## config.mk

```make
export PLATFORM = sky130hd
export DESIGN_NAME = program_pid_map_pes_header
export DESIGN_NICKNAME = d
export VERILOG_FILES = /design/src/include/pidmap_pkg.sv /design/src/logic/pid_mapper.sv /design/src/logic/ts_field_decode.sv /design/src/logic/program_pid_map_pes_header.sv
export SDC_FILE = /design/constraint.sdc
export NUM_CORES = 1
export LEC_CHECK = 0
export BUFFER_PORTS_ARGS = -buffer_cell sky130_fd_sc_hd__buf_2
export CORE_AREA = 2 2 287 175
export DETAILED_ROUTE_END_ITERATION = 10
export DIE_AREA = 0 0 289 177
export GPL_TIMING_DRIVEN = 0
export PLACE_DENSITY = 0.45
export SYNTH_ARGS = -nofsm -noshare
export SYNTH_HDL_FRONTEND = slang
export SYNTH_SLANG_ARGS = --single-unit
```

## constraint.sdc

```tcl
create_clock -name pclk -period 2.65 [get_ports pclk]
set_clock_uncertainty 0.15 [all_clocks]
set_input_delay 0.53 -clock pclk [delete_from_list [all_inputs] [get_ports pclk]]
set_output_delay 0.53 -clock pclk [all_outputs]
set_load 0.02 [all_outputs]
```

## src/include/pidmap_pkg.sv

```systemverilog
// constants, field positions and types for the identifier mapper and pes header parser
package pidmap_pkg;
   localparam int ID_W = 13;
   localparam int BASE_SHIFT = 4;
   // fixed offsets from the base identifier
   localparam logic [12:0] OFS_MAP = 13'h0000;
   localparam logic [12:0] OFS_VIDEO = 13'h0001;
   localparam logic [12:0] OFS_AUDIO = 13'h0004;
   localparam logic [12:0] OFS_DATA = 13'h000a;
   // apb register byte offsets
   localparam logic [7:0] A_PROG = 8'h00;
   localparam logic [7:0] A_IDS0 = 8'h04;
   localparam logic [7:0] A_IDS1 = 8'h08;
   localparam logic [7:0] A_CHECK = 8'h0c;
   localparam logic [7:0] A_STATUS = 8'h10;
   localparam logic [7:0] A_PESLEN = 8'h14;
   localparam logic [7:0] A_PTS = 8'h18;
   localparam logic [7:0] A_DTS = 8'h1c;
   localparam logic [7:0] A_TSHI = 8'h20;
   localparam logic [7:0] A_SID = 8'h24;
   localparam logic [15:0] PROG_RST = 16'h0000;
   // status bit positions
   localparam int S_TV = 0;
   localparam int S_MISM = 1;
   localparam int S_PTSV = 2;
   localparam int S_DTSV = 3;
   localparam int S_ALIGN = 4;
   localparam int S_TRICK = 5;
   localparam int S_UNB = 6;
   localparam int S_TSERR = 7;
   localparam int S_SCERR = 8;
   // service select codes of the check register
   localparam logic [1:0] SVC_VIDEO = 2'h0;
   localparam logic [1:0] SVC_AUDIO = 2'h1;
   localparam logic [1:0] SVC_DATA = 2'h2;
   localparam logic [1:0] SVC_MAP = 2'h3;
   // fixed pes header byte indexes
   localparam logic [3:0] IDX_SC2 = 4'h2;
   localparam logic [3:0] IDX_SID = 4'h3;
   localparam logic [3:0] IDX_LHI = 4'h4;
   localparam logic [3:0] IDX_LLO = 4'h5;
   localparam logic [3:0] IDX_F1 = 4'h6;
   localparam logic [3:0] IDX_F2 = 4'h7;
   localparam logic [3:0] IDX_HLEN = 4'h8;
   // flag bit positions inside the two flag bytes
   localparam int F1_ALIGN = 2;
   localparam int F2_TRICK = 3;
   localparam int F2_PTS = 7;
   localparam int F2_DTS = 6;
   // timestamp field layout
   localparam logic [7:0] TS_PTS_END = 8'h04;
   localparam logic [7:0] TS_DTS_END = 8'h09;
   localparam logic [3:0] PFX_PTS_ONLY = 4'h2;
   localparam logic [3:0] PFX_PTS_BOTH = 4'h3;
   localparam logic [3:0] PFX_DTS = 4'h1;
   typedef enum logic [3:0] {
      ST_IDLE = 4'b0001,
      ST_HEAD = 4'b0010,
      ST_HDR = 4'b0100,
      ST_PAY = 4'b1000
   } pes_state_t;
endpackage

```

## src/logic/pid_mapper.sv

```systemverilog
// derives fixed stream identifiers from a program number
`timescale 1ns/1ps
module pid_mapper (
   input wire logic [15:0] program_number,
   input wire logic [12:0] listed_id,
   input wire logic [1:0] listed_svc,
   output logic [12:0] program_base_identifier,
   output logic [12:0] map_table_stream_identifier,
   output logic [12:0] video_stream_identifier,
   output logic [12:0] clock_reference_stream_identifier,
   output logic [12:0] primary_audio_stream_identifier,
   output logic [12:0] data_stream_identifier,
   output logic tv_program,
   output logic listed_mismatch
);
   logic [19:0] shifted; // full shift before trimming to 13 bits
   logic [12:0] expect_id; // fixed identifier of the selected service

   // upper bits of the shift fall away: identifiers are 13 bits wide
   always_comb begin
      shifted = {program_number, 4'h0};
      program_base_identifier = shifted[12:0];
      map_table_stream_identifier =
         program_base_identifier + pidmap_pkg::OFS_MAP;
      video_stream_identifier =
         program_base_identifier + pidmap_pkg::OFS_VIDEO;
      // the video stream also carries the clock reference
      clock_reference_stream_identifier = video_stream_identifier;
      primary_audio_stream_identifier =
         program_base_identifier + pidmap_pkg::OFS_AUDIO;
      data_stream_identifier =
         program_base_identifier + pidmap_pkg::OFS_DATA;
      // only the high byte is needed to recognise television programs
      tv_program = (program_number[15:8] == 8'h00);
   end

   // compare a table-listed identifier with the fixed one
   always_comb begin
      unique case (listed_svc)
         pidmap_pkg::SVC_VIDEO: expect_id = video_stream_identifier;
         pidmap_pkg::SVC_AUDIO: expect_id = primary_audio_stream_identifier;
         pidmap_pkg::SVC_DATA: expect_id = data_stream_identifier;
         pidmap_pkg::SVC_MAP: expect_id = map_table_stream_identifier;
      endcase
      listed_mismatch = (listed_id != expect_id);
   end
endmodule

```

## src/logic/ts_field_decode.sv

```systemverilog
// unpacks one 40-bit timestamp field into prefix and value
`timescale 1ns/1ps
module ts_field_decode (
   input wire logic [39:0] field,
   output logic [3:0] prefix,
   output logic [32:0] stamp,
   output logic markers_ok
);
   // layout: prefix, 3 bits, marker, 15 bits, marker, 15 bits, marker
   always_comb begin
      prefix = field[39:36];
      stamp = {field[35:33], field[31:17], field[15:1]};
      // markers keep long zero runs from mimicking a start code
      markers_ok = field[32] & field[16] & field[0];
   end
endmodule

```

## src/logic/program_pid_map_pes_header.sv

```systemverilog
// apb-controlled identifier mapper and pes header parser
//
// Overview of operation
// - high byte zero marks a television program
// - base identifier is program number shifted four
// - map table stream at base plus zero
// - video and clock reference at base plus one
// - complete main audio at base plus four
// - data stream at base plus ten
// - other services learnt from decoded map table
// - zero length means unbounded, never skip
// - skip exactly header-length bytes to payload
// - presentation stamp only when unit begins
// - missing decode stamp equals presentation stamp
// - prefixes 0010 alone, or 0011 then 0001, before stamp fields
`timescale 1ns/1ps
module program_pid_map_pes_header (
   input wire logic pclk,
   input wire logic presetn,
   input wire logic psel,
   input wire logic penable,
   input wire logic pwrite,
   input wire logic [7:0] paddr,
   input wire logic [31:0] pwdata,
   output logic [31:0] prdata,
   output logic pready,
   output logic pslverr,
   input wire logic es_valid,
   input wire logic es_start,
   input wire logic [7:0] es_byte,
   output logic pay_valid,
   output logic [7:0] pay_byte
);
   typedef struct packed {
      pidmap_pkg::pes_state_t st; // parser state
      logic [3:0] idx; // fixed header byte index
      logic [7:0] hcnt; // optional header bytes consumed
      logic [7:0] hlen; // header length byte
      logic [15:0] rem; // bytes left in a bounded packet
      logic [15:0] plen; // packet length field
      logic [7:0] sid; // stream id
      logic [7:0] f1; // first flag byte
      logic [7:0] f2; // second flag byte
      logic [31:0] tsb; // last four header bytes
      logic [32:0] pts; // presentation stamp
      logic [32:0] dts; // decode stamp
      logic pts_v; // presentation stamp seen
      logic dts_v; // decode stamp carried explicitly
      logic [15:0] prog; // program number
      logic [12:0] listed; // identifier listed in map table
      logic [1:0] svc; // service that identifier belongs to
      logic mism; // sticky mismatch
      logic ts_err; // sticky prefix or marker error
      logic sc_err; // sticky start code error
      logic [31:0] rdata; // read data staged in setup
      logic pv; // payload byte valid
      logic [7:0] pb; // payload byte
   } state_t;

   state_t q, d; // registered state and its next value

   logic [12:0] base_id, map_id, vid_id, clk_id, aud_id, data_id;
   logic tv, live_mism;
   logic [3:0] ts_pfx;
   logic [32:0] ts_val;
   logic ts_mk;
   logic wr, rd_setup, mapped, bnd, hdr_last;
   logic [31:0] status, rmux;
   logic [15:0] remn;

   pid_mapper u_map (
      .program_number(q.prog),
      .listed_id(q.listed),
      .listed_svc(q.svc),
      .program_base_identifier(base_id),
      .map_table_stream_identifier(map_id),
      .video_stream_identifier(vid_id),
      .clock_reference_stream_identifier(clk_id),
      .primary_audio_stream_identifier(aud_id),
      .data_stream_identifier(data_id),
      .tv_program(tv),
      .listed_mismatch(live_mism)
   );

   // one decoder serves both stamps: they never end on the same byte
   ts_field_decode u_ts (
      .field({q.tsb, es_byte}),
      .prefix(ts_pfx),
      .stamp(ts_val),
      .markers_ok(ts_mk)
   );

   // bus decode and read mux
   always_comb begin
      wr = psel & penable & pwrite;
      rd_setup = psel & ~penable & ~pwrite;
      mapped = (paddr[1:0] == 2'h0) && (paddr <= pidmap_pkg::A_SID);
      bnd = (q.plen != 16'h0000);
      remn = q.rem - 16'h0001;
      hdr_last = (q.hcnt == q.hlen - 8'h01);
      status = 32'h0;
      status[pidmap_pkg::S_TV] = tv;
      status[pidmap_pkg::S_MISM] = q.mism;
      status[pidmap_pkg::S_PTSV] = q.pts_v;
      status[pidmap_pkg::S_DTSV] = q.dts_v;
      status[pidmap_pkg::S_ALIGN] = q.f1[pidmap_pkg::F1_ALIGN];
      status[pidmap_pkg::S_TRICK] = q.f2[pidmap_pkg::F2_TRICK];
      status[pidmap_pkg::S_UNB] = ~bnd;
      status[pidmap_pkg::S_TSERR] = q.ts_err;
      status[pidmap_pkg::S_SCERR] = q.sc_err;
      unique case (paddr)
         pidmap_pkg::A_PROG: rmux = {16'h0, q.prog};
         pidmap_pkg::A_IDS0: rmux = {3'h0, vid_id, 3'h0, map_id};
         pidmap_pkg::A_IDS1: rmux = {3'h0, data_id, 3'h0, aud_id};
         pidmap_pkg::A_CHECK: rmux = {14'h0, q.svc, 3'h0, q.listed};
         pidmap_pkg::A_STATUS: rmux = status;
         pidmap_pkg::A_PESLEN: rmux = {8'h0, q.hlen, q.plen};
         pidmap_pkg::A_PTS: rmux = q.pts[31:0];
         pidmap_pkg::A_DTS: rmux = q.dts[31:0];
         pidmap_pkg::A_TSHI: rmux = {15'h0, q.dts[32], 15'h0, q.pts[32]};
         pidmap_pkg::A_SID: rmux = {11'h0, clk_id, q.sid};
         default: rmux = 32'h0;
      endcase
      // zero wait: read data is staged during the setup cycle
      pready = psel & penable;
      pslverr = psel & penable & ~mapped;
      prdata = q.rdata;
      pay_valid = q.pv;
      pay_byte = q.pb;
   end

   // next-state logic for registers and parser
   always_comb begin
      d = q;
      d.pv = 1'b0;
      if (rd_setup) begin
         d.rdata = rmux;
      end
      // register writes
      if (wr && paddr == pidmap_pkg::A_PROG) begin
         d.prog = pwdata[15:0];
      end
      // software hands in identifiers it decoded from the map table
      if (wr && paddr == pidmap_pkg::A_CHECK) begin
         d.listed = pwdata[12:0];
         d.svc = pwdata[17:16];
      end
      // write one to clear; a same-cycle set below still wins
      if (wr && paddr == pidmap_pkg::A_STATUS) begin
         if (pwdata[pidmap_pkg::S_MISM]) d.mism = 1'b0;
         if (pwdata[pidmap_pkg::S_TSERR]) d.ts_err = 1'b0;
         if (pwdata[pidmap_pkg::S_SCERR]) d.sc_err = 1'b0;
      end
      if (live_mism) begin
         d.mism = 1'b1;
      end
      // byte stream parser
      if (es_valid && es_start) begin
         // a new packet always restarts the parser
         d.pts_v = 1'b0;
         d.dts_v = 1'b0;
         d.idx = 4'h1;
         if (es_byte == 8'h00) begin
            d.st = pidmap_pkg::ST_HEAD;
         end else begin
            d.st = pidmap_pkg::ST_IDLE;
            d.sc_err = 1'b1;
         end
      end else if (es_valid) begin
         if (bnd && q.st != pidmap_pkg::ST_IDLE &&
             q.idx > pidmap_pkg::IDX_LLO) begin
            d.rem = remn;
         end
         unique case (q.st)
            pidmap_pkg::ST_IDLE: begin
               d.st = pidmap_pkg::ST_IDLE; // wait for a packet start
            end
            pidmap_pkg::ST_HEAD: begin
               d.idx = q.idx + 4'h1;
               if (q.idx < pidmap_pkg::IDX_SC2) begin
                  if (es_byte != 8'h00) begin
                     d.st = pidmap_pkg::ST_IDLE;
                     d.sc_err = 1'b1;
                  end
               end else if (q.idx == pidmap_pkg::IDX_SC2) begin
                  if (es_byte != 8'h01) begin
                     d.st = pidmap_pkg::ST_IDLE;
                     d.sc_err = 1'b1;
                  end
               end
               if (q.idx == pidmap_pkg::IDX_SID) d.sid = es_byte;
               if (q.idx == pidmap_pkg::IDX_LHI) d.plen[15:8] = es_byte;
               // zero length is kept as unbounded, not as a skip count
               if (q.idx == pidmap_pkg::IDX_LLO) begin
                  d.plen[7:0] = es_byte;
                  d.rem = {q.plen[15:8], es_byte};
               end
               if (q.idx == pidmap_pkg::IDX_F1) d.f1 = es_byte;
               if (q.idx == pidmap_pkg::IDX_F2) d.f2 = es_byte;
               if (q.idx == pidmap_pkg::IDX_HLEN) begin
                  d.hlen = es_byte;
                  d.hcnt = 8'h00;
                  if (es_byte != 8'h00) begin
                     d.st = pidmap_pkg::ST_HDR;
                  end else if (bnd && remn == 16'h0000) begin
                     d.st = pidmap_pkg::ST_IDLE;
                  end else begin
                     d.st = pidmap_pkg::ST_PAY;
                  end
               end
            end
            pidmap_pkg::ST_HDR: begin
               d.hcnt = q.hcnt + 8'h01;
               d.tsb = {q.tsb[23:0], es_byte};
               // presentation stamp only where the flags announce it
               if (q.f2[pidmap_pkg::F2_PTS] &&
                   q.hcnt == pidmap_pkg::TS_PTS_END) begin
                  d.pts = ts_val;
                  d.pts_v = 1'b1;
                  if (!q.f2[pidmap_pkg::F2_DTS]) begin
                     d.dts = ts_val;
                     if (ts_pfx != pidmap_pkg::PFX_PTS_ONLY || !ts_mk)
                        d.ts_err = 1'b1;
                  end else if (ts_pfx != pidmap_pkg::PFX_PTS_BOTH ||
                               !ts_mk) begin
                     d.ts_err = 1'b1;
                  end
               end
               if (q.f2[pidmap_pkg::F2_PTS] && q.f2[pidmap_pkg::F2_DTS] &&
                   q.hcnt == pidmap_pkg::TS_DTS_END) begin
                  d.dts = ts_val;
                  d.dts_v = 1'b1;
                  if (ts_pfx != pidmap_pkg::PFX_DTS || !ts_mk)
                     d.ts_err = 1'b1;
               end
               // stuffing and extensions are skipped by count alone
               if (hdr_last) begin
                  if (bnd && remn == 16'h0000) begin
                     d.st = pidmap_pkg::ST_IDLE;
                  end else begin
                     d.st = pidmap_pkg::ST_PAY;
                  end
               end
            end
            pidmap_pkg::ST_PAY: begin
               d.pv = 1'b1;
               d.pb = es_byte;
               if (bnd && q.rem == 16'h0001) begin
                  d.st = pidmap_pkg::ST_IDLE;
               end
            end
         endcase
      end
   end

   // state register
   always_ff @(posedge pclk or negedge presetn) begin
      if (!presetn) begin
         q <= '0;
         q.st <= pidmap_pkg::ST_IDLE;
         q.prog <= pidmap_pkg::PROG_RST;
      end else begin
         q <= d;
      end
   end

   property p_map_id;
      @(posedge pclk) disable iff (!presetn)
         wr && paddr == pidmap_pkg::A_PROG |=>
            map_id == {$past(pwdata[8:0]), 4'h0} && map_id == base_id;
   endproperty
   a_map_id: assert property (p_map_id) else $error("map id wrong");
   property p_video;
      @(posedge pclk) disable iff (!presetn)
         vid_id == map_id + 13'h0001 && clk_id == vid_id;
   endproperty
   a_video: assert property (p_video) else $error("video id wrong");
   property p_audio_data;
      @(posedge pclk) disable iff (!presetn)
         aud_id - map_id == 13'h0004 && data_id - aud_id == 13'h0006;
   endproperty
   a_audio_data: assert property (p_audio_data)
      else $error("audio or data id wrong");
   property p_tv;
      @(posedge pclk) disable iff (!presetn)
         wr && paddr == pidmap_pkg::A_PROG && pwdata[15:8] == 8'h00
            |=> tv;
   endproperty
   a_tv: assert property (p_tv) else $error("tv class wrong");
   property p_skip;
      @(posedge pclk) disable iff (!presetn)
         q.st == pidmap_pkg::ST_HDR && es_valid && !es_start && hdr_last
            |=> q.st != pidmap_pkg::ST_HDR;
   endproperty
   a_skip: assert property (p_skip) else $error("header overrun");
   property p_unbounded;
      @(posedge pclk) disable iff (!presetn)
         q.st == pidmap_pkg::ST_PAY && !bnd && es_valid && !es_start
            |=> q.st == pidmap_pkg::ST_PAY ##0 pay_valid;
   endproperty
   a_unbounded: assert property (p_unbounded)
      else $error("unbounded packet cut");
   property p_dts;
      @(posedge pclk) disable iff (!presetn)
         q.st == pidmap_pkg::ST_HDR && es_valid && !es_start &&
         q.hcnt == pidmap_pkg::TS_PTS_END &&
         q.f2[pidmap_pkg::F2_PTS] && !q.f2[pidmap_pkg::F2_DTS]
            |=> q.dts == q.pts && q.pts_v && !q.dts_v;
   endproperty
   a_dts: assert property (p_dts) else $error("dts not from pts");
   property p_prefix;
      @(posedge pclk) disable iff (!presetn)
         q.st == pidmap_pkg::ST_HDR && es_valid && !es_start &&
         q.hcnt == pidmap_pkg::TS_DTS_END && q.f2[7:6] == 2'h3 &&
         ts_pfx != pidmap_pkg::PFX_DTS |=> q.ts_err;
   endproperty
   a_prefix: assert property (p_prefix) else $error("prefix missed");
   property p_mism;
      @(posedge pclk) disable iff (!presetn)
         live_mism |=> q.mism [*2];
   endproperty
   a_mism: assert property (p_mism) else $error("mismatch lost");
endmodule

```

After elaboration in Yosys (flattened, before gate mapping):

Index checks and enable logic that the tools add are counted.
Widths: inputs -> output; s select.

* add/sub/neg operators: 7
* eq/ne operators: 40
* order comparisons: 3
* multiplexer cells: 56
* bitwise logic cells: 12
* reductions and logical operators: 50

Operators by type and width (count)
* $pmux 32 s10: 1
* $mux 180: 1
* $mux 100: 1
* $mux 67: 1
* $mux 33: 2
* $mux 64: 1
* $pmux 13 s4: 1
* $mux 16: 3
* $mux 8: 6
* $mux 4: 10
* $eq 8x5->1 const B: 4
* $reduce_and 4->1: 8
* $mux 9: 3
* $eq 8x4->1 const B: 3
* $logic_not 8->1: 3
* $eq 4x3->1 const B: 5
* $mux 1: 20
* $reduce_bool 2->1: 9
* $eq 16x1->1 const B: 1
* $eq 8x3->1 const B: 2
* $eq 8x6->1 const B: 2
* $logic_not 16->1: 1
* $pmux 4 s4: 1
* $pmux 8 s2: 1
* 38 further kinds: 78

* output and inout port bits: 43
* bits in registers: 255
* word-level logic and storage cells: 192
* bits of input ports: 55

Longest topological paths before layout:

Gate-level depths: netlist of run 1.

* depth after elaboration: 12
* gate-level depth with buffers: 9
* mapped depth without buffers: 8

Modules after synthesis:

A second synthesis of run 1 with hierarchy kept.

* cell total of the unflattened synthesis: 1251
* area total of the unflattened synthesis: 12936.2 um2

By module, submodules not included
* program_pid_map_pes_header: sequential area each 6082.1 um2, instances 1, area each 11855.1 um2, cells each 1107
* pid_mapper: sequential area each 0.0 um2, instances 1, area each 797.0 um2, cells each 106
* ts_field_decode: sequential area each 0.0 um2, instances 1, area each 284.0 um2, cells each 38

Worst setup path after synthesis of run 1:

Ideal clock, no wire load.

* kind: reg-to-reg
* start point: reg q[236] in the netlist's numbering
* end point: reg q[254] in the netlist's numbering
* clock period less this slack: 2670 ps
* data required time: 2372 ps
* setup time: 128 ps
* slack: -20 ps
* stages on the path, launching flop included: 7
* data arrival time: 2393 ps
* path buffers: 0
* cells stage by stage: dfrtp_1 > or4_4 > or4_4 > a2111oi_4 > a21oi_2 > a21oi_2 > mux2_1

* longest elaborated chain between the ends: 4

Ends and longest elaborated chain
* start, declared: line program_pid_map_pes_header.sv:60 `state_t q, d;`
* $sub 8x1->8: line program_pid_map_pes_header.sv:100 `hdr_last = (q.hcnt == q.hlen - 8'h01);`
* $eq 8x8->1: line program_pid_map_pes_header.sv:100
* $ne 3x3->1 (no source line)
* $reduce_and 6->1 (no source line)

No other way between the ends.
A chain may end at the register's enable or synchronous reset.

Worst setup path in the final report of run 1:

* start point: reg q[235] in the netlist's numbering
* end point: reg q[254] in the netlist's numbering

The elaborated chain is that of the path after synthesis.

==> results of run 1 <==
-- registers in the layout (all words and copies together) (netlist names) --
signal,cells
q,202
prdata,32
pay_byte,8
pay_valid,1
-- routing by layer --
| layer | GRT usage (%) | vias to the layer above | wire length [um] |
|---|---|---|---|
| li1 | - | 4343 | - |
| met1 | 25.94 | 4853 | 21290 |
| met2 | 21.43 | 314 | 15870 |
| met3 | 3.789 | 37 | 3199 |
| met4 | 2.513 | 0 | 574 |
| met5 | 0 | - | 0 |
-- cells by family after synthesis --
| family | count (synthesis) | synth area share [%] |
|---|---|---|
| mux | 157 | 14.47 |
| xor+xnor | 29 | 2.110 |
| simple gates | 379 | 14.35 |
| compound gates | 210 | 12.22 |
| buf+inv | 125 | 5.186 |
| flops | 243 | 50.52 |
| fa+ha+maj | 11 | 1.143 |
-- Yosys cell counts (15+ instances only) --
cell type  number  area share (%)
dfrtp_1       242              50
nand2_1       184             5.7
mux2_1        111              10
nor2_1         85             2.7
clkbuf_1       53             1.7
a21oi_1        43             1.8
buf_4          40             2.5
mux2_2         25             2.3
a31oi_1        22             1.1
mux2i_1        21             1.7
inv_1          20            0.62
a221oi_1       19             1.4
o21ai_0        19            0.79
nand3_1        18            0.75
nor4_1         15            0.78
o21ai_1        15            0.62
xor2_1         15             1.1
-- where the power goes --
group / total (mW) / switching, mW / internal [mW]
combinational: 0.755 / 0.474 / 0.280
sequential: 3.89 / 0.0954 / 3.80
clock: 3.71 / 1.54 / 2.17
-- layout make-up --
| cell class | count | area (um2) | area share, % |
|---|---|---|---|
| Tap cell | 650 | 813.3 | 5.605 |
| Clock inverter | 11 | 146.4 | 1.009 |
| Inverter | 22 | 82.58 | 0.5692 |
| Timing Repair Buffer | 100 | 595.6 | 4.105 |
| Sequential cell | 243 | 6086 | 41.95 |
| Clock buffer | 33 | 705.7 | 4.864 |
| Buffer | 100 | 561.8 | 3.872 |
| Multi-Input combinational cell | 786 | 5518 | 38.03 |
-- what timing repair did --
| action | 4_1_cts | 5_1_grt |
|---|---|---|
| resized for setup | 29 | 34 |
| pin swaps | 5 | 5 |
| hold buffers | 1 | 0 |
| setup endpoints to repair | 153 | 114 |
| setup buffers | 8 | 6 |
| hold endpoints to repair | 43 | 0 |
-- worst paths after layout --
| path | endpoint | slack (ns) | start | depth (start not counted) |
|---|---|---|---|---|
| worst max-delay path | q[254] | -0.08 | q[235] | 6 |
| worst min-delay path | q[74] | 0.05 | pwdata[15] | 2 |
| worst max register to register | q[254] | -0.08 | q[235] | 6 |
| worst min register to register | prdata[30] | 0.32 | prdata[30] | 2 |
| max in group asynchronous | q[166] | 0.63 | presetn | 4 |
| min in group asynchronous | q[56] | 0.31 | presetn | 2 |
==> impl_results.md, run 1 <==
- Worst skew pair latency: between 0.5 and 0.6 ns
- Final Cell Area: 14510 um2
- Initial antenna violation count: 3
- Die W: 289 um
- Top fanout value on the critical path: 2
- Clock buffer depth: 3
- Worst setup margin: -0.08437 ns
- FF+latch count, synth: 243
- Bufs and invs on worst path: 0
- Power per cell area: a little under 600 nW/um2
- Dpl cells: about 1900
- GRT Total Usage: 16.08%
- Synthesized cell area: 12040 um2
- CTS tree: built
- Final count of pins violating max slew: 0
- RSZ-0062 raised after global routing: true
- Remaining global-route overflow: 0
- Fin crit share: 103.2%
- Share of layout cells above drive strength 1: approximately a fifth
- Vias in the first global route: just over 9000
- Violation count after the first detailed-route iteration: 905
- Commonest non-fill, non-tap cell in the layout: dfrtp_1
- PortBufs: 83
- Final setup vio count: 2
- Util after Layout: 29.78%
- Fin cells: about 2000
- Dpl ws: -1.203 ns
- Synth Instances: 1154
- I/O Pins: 98
- CP Class: flop to flop
- Ys async rst share: 100.0%
- WP data required: between 2 and 3 ns
- Crit path max-delay family: simple AND/OR/NAND/NOR gates
- Die area: 51150 um2
- Syn Nets: approximately 1200
- Via density: 4.908
- Crit path DAT: 3.02 ns
- Core region area: 48710 um2
- WL per Instance: 21.05 um
- Rows: 63
- CP max-delay cell: or4_4
- Critical path capture point type: flop
- Max-Cap Viols: 0
- Setup TNS: -0.09607 ns
- Worst VDD drop: 0.0003933 V
- Tmin final: 2.734 ns
- Worst Setup Start Kind: flop
- Fin nets: roughly 1300
- Worst hold margin: ~0.053 ns
- Most frequent cells in the layout: 239 x dfrtp_1, 183 x nand2_1, 110 x mux2_1
- Largest net degree at the start of global routing: approximately 110
- Fill cell count: between 5000 and 6000
- Power, Total: 8.361 mW
- DR DRC count: 0
- Post-synthesis sequential area ratio: 50.52%
- First-pass GRT wire length: ~61000 um
- Worst-path cell chain: or4_4 -> or4_4 -> a2111oi_4 -> a21oi_2 -> a21oi_2 -> mux2_4
- First-pass detailed-route iteration total: 5
- Post-detailed-routing wire length: 40940 um
- Syn Area/Cell: 10.43 um2
- LEAKAGE: 6.856 nW
- Initial Util: roughly 25%
- H-tree Lvls: 1
- DRT antenna net count: 0
- CTS buffer count: 25
- Min-delay worst type: primary input to flop
- Gpl congestion: 0.8732
- CTS root buffer: clkbuf_16
- Achievable Freq: 365.7 MHz
- Synthesis Warnings: 0
- Slew @ Worst Pin: ~1.0 ns
- Die height: 177 um
- Hold Vio Cnt, Final: 0
- Antenna diode count: 0
- Primary FF master, synth: dfrtp_1
- Max-slew headroom: a little under a third
- Failing checks: negative setup slack
- Distinct cells, synth: 71
- Via count: around 9500
- Outcome: finished with violations
- Post-DP HPWL: 30450 um
- Layout area overhead: 20.52%
- EDFF count, synth: 0
- Clk slew on worst S/H paths: 0.07 ns
- Placed inst area: around 13000 um2
- Clock sinks: 243
- Max incr delay on CP: approximately 0.52 ns
Power figures use the tool's default switching activity.
==> run 2, diff against run 1 <==
- PLACE_DENSITY: 0.45 -> 0.44
- clock period: 2.65 -> 3.1 ns (I/O delays scaled with it)
==> run 2 against run 1 <==
  * The flow now finishes without violations
  * Utilization fell by 0.30 points
  * Final area fell by 1.0%
  * Register-to-register slack improved by 0.18 ns
  * Power fell by 12%
  * Final cell count fell by 0.41%
  * Combinational power fell by 17%
  * Wire length rose by 0.74%
  * Fmax fell by 8.9%
  * Critical path type unchanged
==> impl_results.md, run 2 (synthesis results as in run 1) <==
- RR Startpoint: q[215]
- Antenna diode count: 0 (unchanged)
- Crit path max-delay family: compound AO/OA/AOI/OAI gates
- Power per cell area: 514.8 nW/um2 (-11%)
- Switching share of power: 25.12% (-0.15 points)
- Violation count after the first detailed-route iteration: 896 (-0.99%)
- Hold Path Origin: pwdata[17]
- Final Cell Area: 14360 um2 (-1.0%)
- Dpl ws: -0.7536 ns (+0.4496 ns)
- Crit path DAT: 3.29 ns (+0.27 ns)
- Clock Power Share: 46.5% (+2.1 points)
- Critical path capture point type: flop
- Int Pwr: 5.536 mW (-11%)
- I/O Pins: 98 (unchanged)
- CTS buffer count: 26 (+4.0%)
- Min-delay worst type: primary input to flop
- Clk slew on worst S/H paths: 0.06 ns (about the same)
- Achievable Freq: 333.0 MHz (-8.9%)
- Remaining global-route overflow: 0 (unchanged)
- Power, Total: 7.394 mW (-12%)
- CTS tree: built
- DRT antenna net count: 0 (unchanged)
- Max reg flops: 202 (unchanged)
- Die height: 177 um (unchanged)
- Placed inst area: 13330 um2 (unchanged)
- Worst-path cell chain: inv_1 -> ha_1 -> clkbuf_1 -> o21ai_0 -> nor3_1 -> a31oi_1 -> o21ai_0 -> a41oi_1 -> mux2_1
- Slew @ Worst Pin: 1.077 ns (+0.05356 ns)
- Bufs and invs on worst path: 2 (+2)
- Initial antenna violation count: 1 (-2)
- Clock buffer depth: 3 (unchanged)
- CP max-delay cell: dfrtp_1
- Reg2reg setup slack: 0.1 ns (+0.18 ns)
- Max-Cap Viols: 0 (unchanged)
- Cell mode on critical path: o21ai_0
- LEAKAGE: 6.777 nW (-1.1%)
- Fin nets: 1334 (-0.74%)
- Worst setup margin: 0.09739 ns (+0.1818 ns)
- Rows: 63 (unchanged)
- Largest Register: q
- WHS Endpoint: q[45]
- Final setup vio count: 0 (-2)
- Via count: 9523 (-0.25%)
- DR DRC count: 0 (unchanged)
- Post-detailed-routing wire length: 41240 um (+0.74%)
- CTS root buffer: clkbuf_16
- Vias in the first global route: 9134 (+0.40%)
- Tmin final: 3.003 ns (+0.2682 ns)
- Layout area overhead: 19.29%
- FF-to-FF path depth: 9 (+3)
- Max-slew headroom: 28.21% (-3.6 points)
- Via density: 4.916 (+0.16%)
- Post-DP HPWL: 30550 um (+0.33%)
- PortBufs: 83 (unchanged)
- Hold Vio Cnt, Final: 0 (unchanged)
- Worst skew pair latency: 0.55 ns (about the same)
- Die W: 289 um (unchanged)
- Top fanout value on the critical path: 10 (+8)
- Combinational fraction of design power: 8.4% (-0.6 points)
- WP data required: 3.39 ns (+0.46 ns)
- Most frequent cells in the layout: 242 x dfrtp_1, 183 x nand2_1, 111 x mux2_1
- Share of layout cells above drive strength 1: 17.40% (-3.3 points)
- H-tree Lvls: 1 (unchanged)
- Commonest non-fill, non-tap cell in the layout: dfrtp_1
- Reg-to-Reg End: q[254]
- Hold Path Stages: 2 (unchanged)
- Core region area: 48710 um2 (unchanged)
- Seq pwr share: 45.0% (-1.5 points)
- Initial Util: 24.71% (unchanged)
- WL per Instance: 21.29 um (+1.2%)
- Largest net degree at the start of global routing: 101 (-7.3%)
- Gpl congestion: 0.8553 (-2.0%)
- Fin cells: 1937 (-0.41%)
- Clock sinks: 243 (unchanged)
- Worst VDD drop: 0.0003690 V (-6.2%)
- Sw Pwr: 1.858 mW (-12%)
- Dpl cells: 1889 (unchanged)
- Worst Setup Start Kind: flop
- First-pass detailed-route iteration total: 7 (+2)
- Die area: 51150 um2 (unchanged)
- Max incr delay on CP: 0.44 ns (-0.08 ns)
- Post-CTS Setup Inserts: 0 (-8)
- Final count of pins violating max slew: 0 (unchanged)
- Worst hold margin: 0.1343 ns (+0.08181 ns)
- Fin crit share: 96.86% (-6.3 points)
- GRT Total Usage: 16.24% (+0.16 points)
- First-pass GRT wire length: 61680 um (+0.77%)
- CP Class: flop to flop
- Outcome: completed
==> run 2: worst reg2reg max path: stages (launching register included) <==
cell,delay (ns)
dfrtp_1,0.44
inv_1,0.11
ha_1,0.21
clkbuf_1,0.42
o21ai_0,0.27
nor3_1,0.20
a31oi_1,0.06
o21ai_0,0.44
a41oi_1,0.24
mux2_1,0.34
==> run 2: what timing repair did <==
| action | CTS | global route |
|---|---|---|
| cloned | 0 | 0 |
| resized for setup | 6 | 11 |
| hold buffers | 1 | 0 |
| setup endpoints to repair | 64 | 79 |
| endpoints found under the hold margin | 63 | 0 |
==> run 2: worst max-delay path by stage <==
stage | startpoint | end | slack, ns | cells after the start
global route | q[252] | q[93] | -0.006 | 7
global placement | presetn | q[165] | -3.35 | 1
CTS | q[254] | q[232] | 0.04 | 6
floorplan | q[236] | q[254] | 0.43 | 6
finish | q[215] | q[254] | 0.1 | 9
detailed placement | q[243] | q[80] | -0.75 | 6
==> run 2: layout make-up <==
type / count / area (um2)
clock inverters: 11 / 158.9
multi-input cells: 786 / 5414
plain buffers: 103 / 550.5
clock buffers: 36 / 769.5
inverters: 22 / 82.58
flip-flops and latches: 243 / 6082
repair buffers: 86 / 490.5
well taps: 650 / 813.3
fillers: 5086 / 34350
==> run 2: per-stage QoR <==
stage                     utilization (%)  TNS (ns)
after detailed placement            27.37    -51.62
after floorplan                         -         0
after global placement              27.24   -854.63
final                               29.48         0
after global routing                29.48  -0.01125
after CTS                           29.37         0
==> run 2: power by group through the flow <==
stage               clock network (mW)  registers, mW  logic (mW)
finish                            3.44           3.33       0.625
global route                      3.68           3.34       0.693
CTS                               3.52           3.33       0.629
detailed placement                   0           3.39       0.625
global placement                     0           3.39       0.612
floorplan                            0           3.35       0.361
==> run 2: metal layers <==
layer	routed length (um)	GRT usage, %	vias up
met5	0	0	-
met4	748	2.964	0
met3	3380	3.956	44
met2	15790	21.14	323
met1	21320	26.36	4820
li1	-	-	4336
